**config.mk**
```make
export PLATFORM = sky130hd
export DESIGN_NAME = fmdt_media_reg
export DESIGN_NICKNAME = d
export VERILOG_FILES = /design/src/include/fmdt_pkg.sv /design/src/core/fmdt_media_reg.sv /design/src/core/fmdt_tape_decode.sv
export VERILOG_INCLUDE_DIRS = /design/src /design/src/include
export SDC_FILE = /design/constraint.sdc
export NUM_CORES = 1
export LEC_CHECK = 0
export ABC_AREA = 0
export BUFFER_PORTS_ARGS = -buffer_cell sky130_fd_sc_hd__buf_2
export CAP_MARGIN = 0
export CORE_ASPECT_RATIO = 0.9
export CORE_MARGIN = 2
export CORE_UTILIZATION = 43
export DETAILED_ROUTE_END_ITERATION = 10
export PLACE_DENSITY_LB_ADDON = 0.3
export RECOVER_POWER = 50
export SLEW_MARGIN = 20
export SYNTH_ARGS = -nofsm -noshare
export SYNTH_HDL_FRONTEND = slang
export SYNTH_SLANG_ARGS = --single-unit
```
**constraint.sdc**
```tcl
create_clock -name ref_clk -period 2.1 [get_ports ref_clk]
set_clock_uncertainty 0.05 [all_clocks]
set_input_delay 0.315 -clock ref_clk [delete_from_list [all_inputs] [get_ports ref_clk]]
set_output_delay 0.315 -clock ref_clk [all_outputs]
set_load 0.05 [all_outputs]
```
**src/include/fmdt_cfg.svh**
```systemverilog
// Offsets, field positions, reset values and mode figures of the media register.
`ifndef FMDT_CFG_SVH
`define FMDT_CFG_SVH
`define FMDT_OFF_MEDIA 12'h000
`define FMDT_OFF_CONFIG 12'h004
`define FMDT_OFF_STATUS 12'h008
`define FMDT_CFG_MODE_BIT 6
`define FMDT_TAPE_LSB 0
`define FMDT_XCHG_LSB 2
`define FMDT_IDENT_LSB 4
`define FMDT_DENS_LSB 6
`define FMDT_RST_LOW2 2'h0
`define FMDT_RST_XCHG 2'h0
`define FMDT_RST_IDENT 2'h3
`define FMDT_RST_CONFIG 8'h00
`define FMDT_NO_TAPE 2'h0
`endif

```
**src/include/fmdt_pkg.sv**
```systemverilog
// Types shared by the media and drive-type register block.
package fmdt_pkg;
  typedef enum logic {
    FMDT_LEGACY,
    FMDT_ENHANCED
  } fmdt_mode_t;
  typedef struct packed {
    logic [1:0] density;
    logic [1:0] ident;
    logic [1:0] exchange;
    logic [1:0] tapeSel;
  } fmdt_media_t;
  typedef struct packed {
    logic [3:0] tapeDrive;
    logic [3:0] floppyDrive;
  } fmdt_roles_t;
endpackage

```
**src/core/fmdt_media_reg.sv**
```systemverilog
// Media and drive-type register with APB access and two layouts.
//
// Functional notes
// Configuration mode bit picks legacy layout at 0, enhanced layout at 1.
// Legacy mode assigns one logical drive to tape support of the separator.
// Drives not assigned to tape are handled as floppy drives.
// Legacy reads leave bits 7 to 2 undriven; only two low bits return.
// Enhanced mode gives meaning to all eight register bits.
// Reset clears low bits; enhanced sets bits 5,4, keeps bits 7,6; the code clears bits 7,6 to zero at reset.
// Tape code 01, 10, 11 selects logical drive 1, 2, 3.
// Drive 0 is never a tape drive; code 00 means none selected.
// Reads return stored low bits; writes update the writable bits.
`timescale 1ns/1ns
`include "fmdt_cfg.svh"
module fmdt_media_reg
  import fmdt_pkg::*;
(
  input wire logic ref_clk,
  input wire logic rst,
  input wire logic clkEn,
  input wire logic psel,
  input wire logic penable,
  input wire logic pwrite,
  input wire logic [11:0] paddr,
  input wire logic [31:0] pwdata,
  input wire logic [3:0] pstrb,
  input wire logic [1:0] densitySense,
  input wire logic [1:0] identSense,
  output logic [31:0] prdata,
  output logic pready,
  output logic pslverr,
  output logic [7:0] readDataOe,
  output logic [3:0] tapeDrive,
  output logic [3:0] floppyDrive,
  output logic [1:0] exchange,
  output logic enhancedMode
);
  fmdt_media_t media_reg, media_next;
  logic [7:0] config_reg, config_next;
  logic [31:0] prdata_reg, prdata_next;
  logic pready_reg, pready_next;
  logic pslverr_reg, pslverr_next;
  logic [7:0] oe_reg, oe_next;
  fmdt_roles_t roles_reg, roles_next;
  fmdt_roles_t rolesDec;
  fmdt_mode_t mode;
  logic access;

  // Register index decoding shared by read and write paths.
  function automatic logic is_addr(input logic [11:0] a,
                                   input logic [11:0] off);
    is_addr = (a == off);
  endfunction

  assign mode = config_reg[`FMDT_CFG_MODE_BIT] ? FMDT_ENHANCED
                                               : FMDT_LEGACY;
  assign access = psel && penable && !pready_reg;

  fmdt_tape_decode u_decode (
    .tapeSel(media_reg.tapeSel),
    .roles(rolesDec)
  );

  // Next-state logic: with clkEn high, every access completes one cycle after the access
  // phase opens, so pready is a single registered pulse.
  always_comb begin
    media_next = media_reg;
    config_next = config_reg;
    prdata_next = prdata_reg;
    pready_next = 1'b0;
    pslverr_next = 1'b0;
    oe_next = oe_reg;
    roles_next = (mode == FMDT_LEGACY) ? rolesDec
                 : '{tapeDrive: 4'h0, floppyDrive: 4'hf};
    // Sense inputs track live so enhanced reads show current media.
    if (mode == FMDT_ENHANCED) begin
      media_next.density = densitySense;
      media_next.ident = identSense;
    end
    if (access) begin
      pready_next = 1'b1;
      if (is_addr(paddr, `FMDT_OFF_MEDIA)) begin
        if (pwrite) begin
          if (pstrb[0]) begin
            media_next.tapeSel = pwdata[`FMDT_TAPE_LSB +: 2];
            if (mode == FMDT_ENHANCED) begin
              media_next.exchange = pwdata[`FMDT_XCHG_LSB +: 2];
            end
          end
        end else begin
          prdata_next = 32'h0;
          prdata_next[1:0] = media_reg.tapeSel;
          if (mode == FMDT_ENHANCED) begin
            prdata_next[7:0] = media_reg;
            oe_next = 8'h00;
          end else begin
            oe_next = 8'hfc;
          end
        end
      end else if (is_addr(paddr, `FMDT_OFF_CONFIG)) begin
        if (pwrite) begin
          if (pstrb[0]) begin
            config_next = pwdata[7:0];
            // Entering enhanced layout loads its reset default for the exchange bits.
            if (pwdata[`FMDT_CFG_MODE_BIT] &&
                !config_reg[`FMDT_CFG_MODE_BIT]) begin
              media_next.exchange = `FMDT_RST_XCHG;
            end
          end
        end else begin
          prdata_next = {24'h0, config_reg};
          oe_next = 8'h00;
        end
      end else if (is_addr(paddr, `FMDT_OFF_STATUS) && !pwrite) begin
        prdata_next = {24'h0, roles_reg.tapeDrive, roles_reg.floppyDrive};
        oe_next = 8'h00;
      end else begin
        // Unmapped offsets, and writes to the status word, report an error.
        pslverr_next = 1'b1;
        prdata_next = 32'h0;
        oe_next = 8'h00;
      end
    end
  end

  // Registers only; reset gives cleared low bits and set ident bits, while
  // density bits carry no reset meaning and simply start at zero.
  always_ff @(posedge ref_clk or posedge rst) begin
    if (rst) begin
      media_reg.tapeSel <= `FMDT_RST_LOW2;
      media_reg.exchange <= `FMDT_RST_XCHG;
      media_reg.ident <= `FMDT_RST_IDENT;
      media_reg.density <= 2'h0;
      config_reg <= `FMDT_RST_CONFIG;
      prdata_reg <= 32'h0;
      pready_reg <= 1'b0;
      pslverr_reg <= 1'b0;
      oe_reg <= 8'h00;
      roles_reg <= '{tapeDrive: 4'h0, floppyDrive: 4'hf};
    end else if (clkEn) begin
      media_reg <= media_next;
      config_reg <= config_next;
      prdata_reg <= prdata_next;
      pready_reg <= pready_next;
      pslverr_reg <= pslverr_next;
      oe_reg <= oe_next;
      roles_reg <= roles_next;
    end
  end

  // Outputs come straight from flip-flops.
  assign prdata = prdata_reg;
  assign pready = pready_reg;
  assign pslverr = pslverr_reg;
  assign readDataOe = oe_reg;
  assign tapeDrive = roles_reg.tapeDrive;
  assign floppyDrive = roles_reg.floppyDrive;
  assign exchange = media_reg.exchange;
  assign enhancedMode = config_reg[`FMDT_CFG_MODE_BIT];
endmodule

```
**src/core/fmdt_tape_decode.sv**
```systemverilog
// Decoder from tape select code to per-drive tape and floppy roles.
`timescale 1ns/1ns
module fmdt_tape_decode
  import fmdt_pkg::*;
(
  input wire logic [1:0] tapeSel,
  output fmdt_roles_t roles
);
  // Code 00 selects no tape drive, so drive 0 always stays a floppy.
  always_comb begin
    roles.tapeDrive = 4'h0;
    if (tapeSel != `FMDT_NO_TAPE) begin
      roles.tapeDrive[tapeSel] = 1'b1;
    end
    roles.floppyDrive = ~roles.tapeDrive;
  end
endmodule

```
==> impl_metrics.tcl, run 1 <==
set metrics [dict create \
    outcome "finished clean" \
    via_per_inst 4.98 \
    post_cts_resized 0 \
    drt-initial-drc-count 52 \
    rows 22 \
    clock_sinks 33 \
    p_leak_nw 1.11 \
    vias 1340 \
    cp_max_fo 8 \
    first_pass_iters 4 \
    synth_edf_count 0 \
    worst_ep_arrival_time_ns 2.13 \
    end_kind "register" \
    syn_avg_cell_area_um2 11.4 \
    dpl.hpwl_mm 2.79 \
    power_density_mw_per_mm2 624 \
    drive_gt1_share_pct 44.8 \
    wl_per_cell_um 13.4 \
    post_cts_buffers 0 \
    synth_ff_type "dfrtp_1" \
    final_net_count 278 \
    cts_root_buf "clkbuf_8" \
    r2r_start "pready" \
    antenna_found_initial 0 \
    cts_buffer_depth 2 \
    drt_wl_total_mm 3.59 \
    final_cell_count_no_fill 269 \
    setup_violations 0 \
    grt_pass1_wl_mm 5.75 \
    clkSlewWorstSetupHoldPaths_ns 0.06 \
    cts_tree "done" \
    cap_violations 0 \
    crit_family "simple AND/OR/NAND/NOR gates" \
    hp-class "in -> async" \
    ios 111 \
    cts_max_level 2 \
    area_delta_synth_final_pct 15.2 \
    ys_ff_latch 33 \
    start_util_pct 45.2 \
    clk_latency_ns 0.28 \
    yosys.area.top_type_share_pct 37.6 \
    setup_tns_ns 0 \
    io_buffers 55 \
    synthMostInstantiatedCell "buf_4" \
    register_area_um2 832 \
    synth_top_area_cell "dfrtp_1" \
    cts_hold_repair.buffers 0 \
    grt_max_degree 34 \
    core_area_mm2 0.00413 \
    fin_crit_ns 2.02 \
    grt_pass1_vias 1230 \
    multi_input_area_um2 835 \
    slew_headroom_pct 45.7 \
    ys_seq_area_share_pct 44.6 \
    async_reset_ff_share_pct 100 \
    crit_buf_inv 0 \
    cpMaxStageDelayCell "or3b_1" \
    worstMarginPinSlew_ns 0.815 \
    die_w_um 73.4 \
    cts_buffers 5 \
    antennaDiodeCount 0 \
    drc 0 \
    critPathMaxStageDelay_ns 0.60 \
    dp.cells 261 \
    ir_drop_mv 0.491 \
    grtUsageTotal_pct 15.9 \
    stdcell_area_mm2 0.00215 \
    fill_cells 388 \
    crit_chain "and4b_4, nand3_4, or3b_1, mux2_4" \
    setup.worst_path.start "pready" \
    drtAntennaViolNets 0 \
    synth_area_leaders "dfrtp_1, buf_4, mux2_2" \
    synth_cell_types 37 \
    gp_congestion 0.833 \
    die_h_um 66.5 \
    period_share_pct 96.1 \
    fmax_mhz 495 \
    placed_cell_area_mm2 0.00207 \
    drv_slew 0 \
    netlist_area_mm2 0.00187 \
    start_kind "register" \
    die-area_mm2 0.00488 \
    yosys-top-cells-count "buf_4, dfrtp_1, mux2_2" \
    yosys_warnings 0 \
    netlist_instances 164 \
    critPathRequiredTime_ns 2.21 \
    worstSetupPathType "reg -> reg" \
    gr-total-overflow 0 \
    rsz0062_at_grt "false" \
    hold_viol 0 \
]
## report_power, final
part           switching, mW  total [mW]  internal, mW
registers            0.00228       0.642         0.640
clock network          0.213       0.480         0.267
logic                  0.176       0.219        0.0429
total                  0.391        1.34         0.950
## cell type report
class                   count  share of cell area, %
multi-input cells         115                   38.8
flip-flops and latches     33                   38.7
repair buffers             62                   14.9
inverters                   3                  0.524
clock buffers               8                   4.19
well taps                  48                   2.80
## metal layers
metal | part of all wire [%] | up-vias | GRT usage [%]
met4 | 0.39 | 0 | 4.55
li1 | - | 627 | -
met3 | 7.1 | 2 | 5.90
met2 | 47 | 65 | 24.4
met1 | 45 | 646 | 21.1
met5 | 0 | - | 0
## final timing paths
check / slack (ns) / endpoint / depth (start not counted)
max in group asynchronous: 1.27 / media_reg[7] / 3
max reg2reg: 0.08 / config_reg[5] / 4
min in group ref_clk: 0.22 / config_reg[4] / 2
max: 0.08 / config_reg[5] / 4
min: 0.21 / pslverr / 3
min reg2reg: 0.43 / pslverr / 1
## cell families after synthesis
kind of cell	count (synthesis)	share of synthesized area, %
other	2	0.403
muxes	23	15.4
DFF	33	44.6
AOI/OAI and AO/OA	29	11.6
buffers and inverters	42	15.9
and+or+nand+nor	35	12.1
## per-stage QoR
step	util (%)	setup WS [ns]	total power, mW	hold WS, ns
5_1_grt	52.0	0.00572	1.41	0.205
2_1_floorplan	-	0.0479	0.861	0.384
6_report	52.0	0.0812	1.34	0.210
4_1_cts	52.2	0.0592	1.36	0.0652
3_3_place_gp	50.0	0.0713	0.873	0.375
3_5_place_dp	50.0	0.0470	0.874	0.378
## placed cells by master, fill, tap and decap left out, types with 2 or more instances in the layout
cell type	count
nor4_1	2
inv_1	3
buf_4	6
o21a_1	2
o2bb2ai_1	2
mux2_4	8
dfrtp_1	28
a21o_1	3
nor2b_1	2
nand3b_1	2
clkbuf_1	6
nand2_1	11
o22a_2	2
a21oi_1	7
nor4_2	2
a22o_1	2
nand2b_1	5
nor2_1	4
mux2_2	14
nor3b_1	2
a22oi_1	4
conb_1	28
clkbuf_8	6
buf_2	51
dfstp_2	5
## tightest hold or removal path, cell delays in order
cell,delay [ns]
buf_2,0.09
inv_1,0.04
clkbuf_2,0.62
(Power assumes the default switching activity.)
==> run 2, diff against run 1 <==
ABC_AREA = 1   (was 0)
CORE_UTILIZATION = 44   (was 43)
CTS_CLUSTER_SIZE = 28   (was not set)
==> run 2 against run 1 <==
Effect of this change:
- final cell count grew 35%
- wire length up 12%
- combinational power rose by 51%
- synthesized area grew 7.5%
- clock power fell by 0.8%
- sequential power rose by 6.5%
- maximum frequency rose by 25%
- non-clock buffer count decreased by 6
- total power increased by 11%
- via count is 24% higher
- sequential share of layout area fell by 1.5 points
- design area is 4.0% higher
- critical endpoint is now prdata[6]
- largest cell class unchanged
==> impl_metrics.tcl, run 2 <==
set metrics [dict create \
    outcome "finished clean" \
    fill_cells 470 \
    final_net_count 358 \
    setup_violations 0 \
    hp-start "pwdata[4]" \
    grt_max_degree 34 \
    drc 0 \
    synthMostInstantiatedCell "nand2_1" \
    grt_pass1_wl_mm 6.53 \
    yosys_warnings 0 \
    cts_root_buf "clkbuf_8" \
    drt_wl_total_mm 4.03 \
    cp_max_fo 12 \
    utilization_pct 50.4 \
    clk_latency_ns 0.28 \
    core_area_mm2 0.00443 \
    r2r_start "pready" \
    fmax_mhz 621 \
    synth_top_area_cell "dfrtp_1" \
    gr-total-overflow 0 \
    io_buffers 55 \
    hold_viol 0 \
    synth_area_leaders "dfrtp_1, buf_4, nand2_1" \
    drive_gt1_share_pct 27.2 \
    ys_ff_latch 33 \
    r2r_slack_ns 0.49 \
    worst_ep_arrival_time_ns 1.74 \
    power_density_mw_per_mm2 667 \
    cts_max_level 2 \
    final_cell_count_no_fill 363 \
    grtUsageTotal_pct 17.0 \
    final_cell_mix "buf_2, nand2_1, nor2_1, conb_1, dfrtp_1" \
    synth_edf_count 0 \
    wl_per_cell_um 11.1 \
    hp-class "in -> reg" \
    drtAntennaViolNets 0 \
    async_reset_ff_share_pct 100 \
    drv_slew 0 \
    r2r_cells 6 \
    synth_cell_types 27 \
    fin_crit_ns 1.61 \
    yosys-top-cells-count "nand2_1, buf_4, nor2_1" \
    cts_buffers 5 \
    cts_hold_repair.buffers 0 \
    routed.top_layer "met4" \
    cts_tree "done" \
    rsz0062_at_grt "false" \
    via_per_inst 4.60 \
    vias 1668 \
    die_h_um 68.1 \
    dpl.hpwl_mm 3.11 \
    gp_congestion 0.830 \
    netlist_area_mm2 0.00201 \
    critPathRequiredTime_ns 2.23 \
    post_cts_resized 0 \
    p_total_mw 1.49 \
    dr_wl_met2_mm 1.88 \
    netlist_instances 250 \
    ys_seq_area_share_pct 41.5 \
    setup_tns_ns 0 \
    ios 111 \
    min_to "config_reg[4]" \
    post_cts_buffers 0 \
    clock_sinks 33 \
    slew_headroom_pct 46.4 \
    period_share_pct 76.7 \
    synth_ff_type "dfrtp_1" \
    post-place-ws_ns 0.409 \
    rows 23 \
    wl_met3_um 249 \
    clkSlewWorstSetupHoldPaths_ns 0.07 \
    syn_avg_cell_area_um2 8.02 \
    timing.final.ws_setup_ns 0.490 \
    end_kind "register" \
    cts_buffer_depth 2 \
    grt_pass1_vias 1433 \
    area_delta_synth_final_pct 11.4 \
    wl_met1_mm 1.88 \
    yosys.area.top_type_share_pct 34.9 \
    start_util_pct 45.3 \
    die-area_mm2 0.00511 \
    hold_depth 3 \
    die_w_um 75.2 \
    first_pass_iters 4 \
    p_leak_nw 1.23 \
    mostFrequentLayoutCell "buf_2" \
    antennaDiodeCount 0 \
    ir_drop_mv 0.374 \
    antenna_found_initial 0 \
    drt-initial-drc-count 122 \
    worstMarginPinSlew_ns 0.804 \
    dp.cells 355 \
    r2r_end "prdata[6]" \
    worstSetupPathType "reg -> reg" \
    cap_violations 0 \
    start_kind "register" \
]
[run 2: cell types whose count changed after synthesis, sizes merged, moves of 5 or more]
cell / delta
nand3: +20
mux2: -18
nand2b: -5
nand2: +41
o21ai: +18
nand4: +7
inv: +21
nor2: +35
[run 2: critical path: stages, from the launching register on]
cell and delay [ns]:
dfrtp_1 0.38, inv_1 0.08, nand4_1 0.22, a21oi_2 0.49
nand2_1 0.10, nor2_1 0.12, nor2_1 0.05
[run 2: cell families (layout without fill, tap and decap cells)]
logic type | Yosys count | count (layout) | synth area share (%)
buffers and inverters | 63 | 88 | 19.6
AND/OR/NAND/NOR | 121 | 121 | 29.2
multiplexers | 4 | 4 | 2.25
flip-flops | 33 | 33 | 41.5
other | 2 | 28 | 0.374
AO/OA/AOI/OAI | 27 | 27 | 7.11
[run 2: worst max-delay path by stage]
stage / start / to / slack, ns
global placement: paddr[7] / config_reg[6] / 0.44
floorplan: pready / prdata[5] / 0.60
CTS: config_reg[6] / enhancedMode / 0.55
detailed placement: paddr[11] / config_reg[7] / 0.41
global route: pready / prdata[7] / 0.30
finish: pready / prdata[6] / 0.49
[run 2: final cells by class]
class / count / area, um2 / area share, %
Multi-Input combinational cell: 180 / 872 / 39.0
Tap cell: 62 / 77.6 / 3.47
Inverter: 24 / 90.1 / 4.03
Timing Repair Buffer: 56 / 273 / 12.2
Sequential cell: 33 / 832 / 37.2
Clock buffer: 8 / 90.1 / 4.03
[run 2: layer usage]
| metal | global-route usage (%) | vias up |
|---|---|---|
| met1 | 24.3 | 777 |
| met2 | 25.7 | 56 |
| met5 | 0 | - |
| met3 | 4.42 | 4 |
| met4 | 4.61 | 0 |
| li1 | - | 831 |
[run 2: power breakdown]
| part | internal (mW) | switching [mW] | leakage, nW | total (mW) |
|---|---|---|---|---|
| registers | 0.670 | 0.0146 | 0.412 | 0.684 |
| clock network | 0.267 | 0.209 | 0.0455 | 0.476 |
| logic | 0.0608 | 0.269 | 0.776 | 0.330 |
[run 2: through the flow]
stage | cell area (um2) | hold WS, ns
global route | 2230 | 0.212
global placement | 2160 | 0.374
finish | 2230 | 0.185
CTS | 2250 | 0.0727
floorplan | 2100 | 0.350
detailed placement | 2160 | 0.373
==> run 3, diff against run 2 <==
CORE_UTILIZATION = 40   (was 44)
clock period = 1.4 ns   (was 2.1 ns; I/O delays follow)
==> run 3 against run 2 <==
Effect of this change:
- register-to-register slack got worse by 0.36 ns
- wire length increased by 8.5%
- combinational power increased by 59%
- design area increased by 7.0%
- flip-flop and latch count unchanged
- first-iteration DRC count decreased by 20%
- via count increased by 0.60%
- sequential power increased by 51%
- critical endpoint is now floppyDrive[3]
- utilization decreased by 0.97 points
- die area increased by 9.4%
- total power increased by 50%
==> impl_metrics.tcl, run 3 (synthesis results as in run 2) <==
set metrics [dict create \
    drt-initial-drc-count 98 \
    fmax_mhz 748 \
    crit_buf_inv 1 \
    drive_gt1_share_pct 34.5 \
    ir_drop_mv 0.601 \
    placed_cell_area_mm2 0.00226 \
    core_area_mm2 0.00483 \
    setup_violations 0 \
    cts_tree "done" \
    stdcell_area_mm2 0.00239 \
    wl_per_cell_um 11.5 \
    grt_pass1_vias 1590 \
    area_delta_synth_final_pct 19.2 \
    worstSetupPathType "reg -> out" \
    fin_crit_ns 1.34 \
    cpMaxStageDelayCell "dfstp_2" \
    outcome "finished clean" \
    cts_buffer_depth 2 \
    critPathMaxStageDelay_ns 0.54 \
    mostFrequentLayoutCell "buf_2" \
    fill_cells 501 \
    drv_slew 0 \
    rows 24 \
    met3_usage_pct 3.83 \
    cts_buffers 5 \
    drt_wl_total_mm 4.38 \
    end_kind "output pin" \
    crit_chain "buf_2" \
    io_buffers 55 \
    power_density_mw_per_mm2 934 \
    start_util_pct 41.5 \
    antenna_found_initial 0 \
    period_share_pct 95.5 \
    final_cell_mix "buf_2, nand2_1, nor2_1, conb_1, dfrtp_1" \
    hold_viol 0 \
    cp_max_fo 2 \
    crit_family "flip-flops" \
    grt_use_met2_pct 26.9 \
    cts_root_buf "clkbuf_8" \
    grtUsageTotal_pct 17.0 \
    ios 111 \
    timing.final.ws_setup_ns 0.0624 \
    p_total_mw 2.23 \
    cts_max_level 2 \
    cap_violations 0 \
    worst_ep_arrival_time_ns 1.08 \
    dpl.hpwl_mm 3.34 \
    die-area_mm2 0.00560 \
    gr-total-overflow 0 \
    rsz0062_at_grt "true" \
    gr-usage-met1_pct 22.8 \
    start_kind "register" \
    post-place-ws_ns -0.0855 \
    clock_sinks 33 \
    die_w_um 78.6 \
    register_area_um2 835 \
    critPathRequiredTime_ns 1.14 \
    clk_latency_ns 0.29 \
    grt_max_degree 34 \
    clkSlewWorstSetupHoldPaths_ns 0.06 \
    die_h_um 71.2 \
    vias 1678 \
    drc 0 \
    multi_input_area_um2 903 \
    final_net_count 373 \
    first_pass_iters 4 \
    p_leak_nw 1.33 \
    drtAntennaViolNets 0 \
    grt_pass1_wl_mm 7.32 \
    antennaDiodeCount 0 \
    hp-class "in -> reg" \
    gp_congestion 0.829 \
    grt.busiest_layer "met2" \
    via_per_inst 4.40 \
]
run 3: per-layer routing:
| layer | part of all wire [%] | wire length, um |
|---|---|---|
| met2 | 45 | 1990 |
| met5 | 0 | 0 |
| met4 | 1.6 | 68 |
| met3 | 6.1 | 267 |
| met1 | 47 | 2050 |
run 3: repair_timing:
| action | in CTS | in global routing |
|---|---|---|
| gates resized for setup | 1 | 7 |
| endpoints found under the hold margin | 28 | 0 |
| endpoints found under the setup margin | 2 | 18 |
| buffers inserted | 0 | 0 |
| gates cloned | 1 | 0 |
| pin swaps | 1 | 2 |
| hold buffers | 1 | 0 |
run 3: cell type report:
class	instances	share of cell area [%]
Sequential cell	33	34.9
Timing Repair Buffer	70	16.6
Clock buffer	6	3.04
Clock inverter	2	0.419
Multi-Input combinational cell	181	37.8
Inverter	24	3.87
Tap cell	65	3.40
run 3: power by group:
| part | switching (mW) | internal (mW) | total, mW |
|---|---|---|---|
| registers | 0.0233 | 1.00 | 1.03 |
| logic | 0.410 | 0.114 | 0.524 |
| clock network | 0.336 | 0.344 | 0.680 |
run 3: final timing paths:
path	from	end	slack, ns	cells after the start
worst max-delay path	floppyDrive[3]	floppyDrive[3]	0.06	1
worst min-delay path	pwdata[4]	config_reg[4]	0.07	3
worst max register to register	pready	exchange[0]	0.13	8
worst min register to register	prdata[0]	prdata[0]	0.42	2
max in group asynchronous	rst	floppyDrive[3]	0.47	4
min in group asynchronous	rst	media_reg[7]	0.50	4
run 3: worst min-delay path: stages:
cell and delay (ns):
buf_2 0.07, nand2_1 0.04, nand2_1 0.05
run 3: through the flow:
stage | hold WS (ns) | util (%) | instances | TNS [ns]
global placement | 0.269 | 46.8 | 371 | -0.340
detailed placement | 0.267 | 46.8 | 371 | -0.714
finish | 0.0712 | 49.5 | 381 | 0
global route | 0.0917 | 49.5 | 381 | -0.0147
CTS | 0.0647 | 49.0 | 381 | 0
floorplan | 0.245 | - | 276 | 0
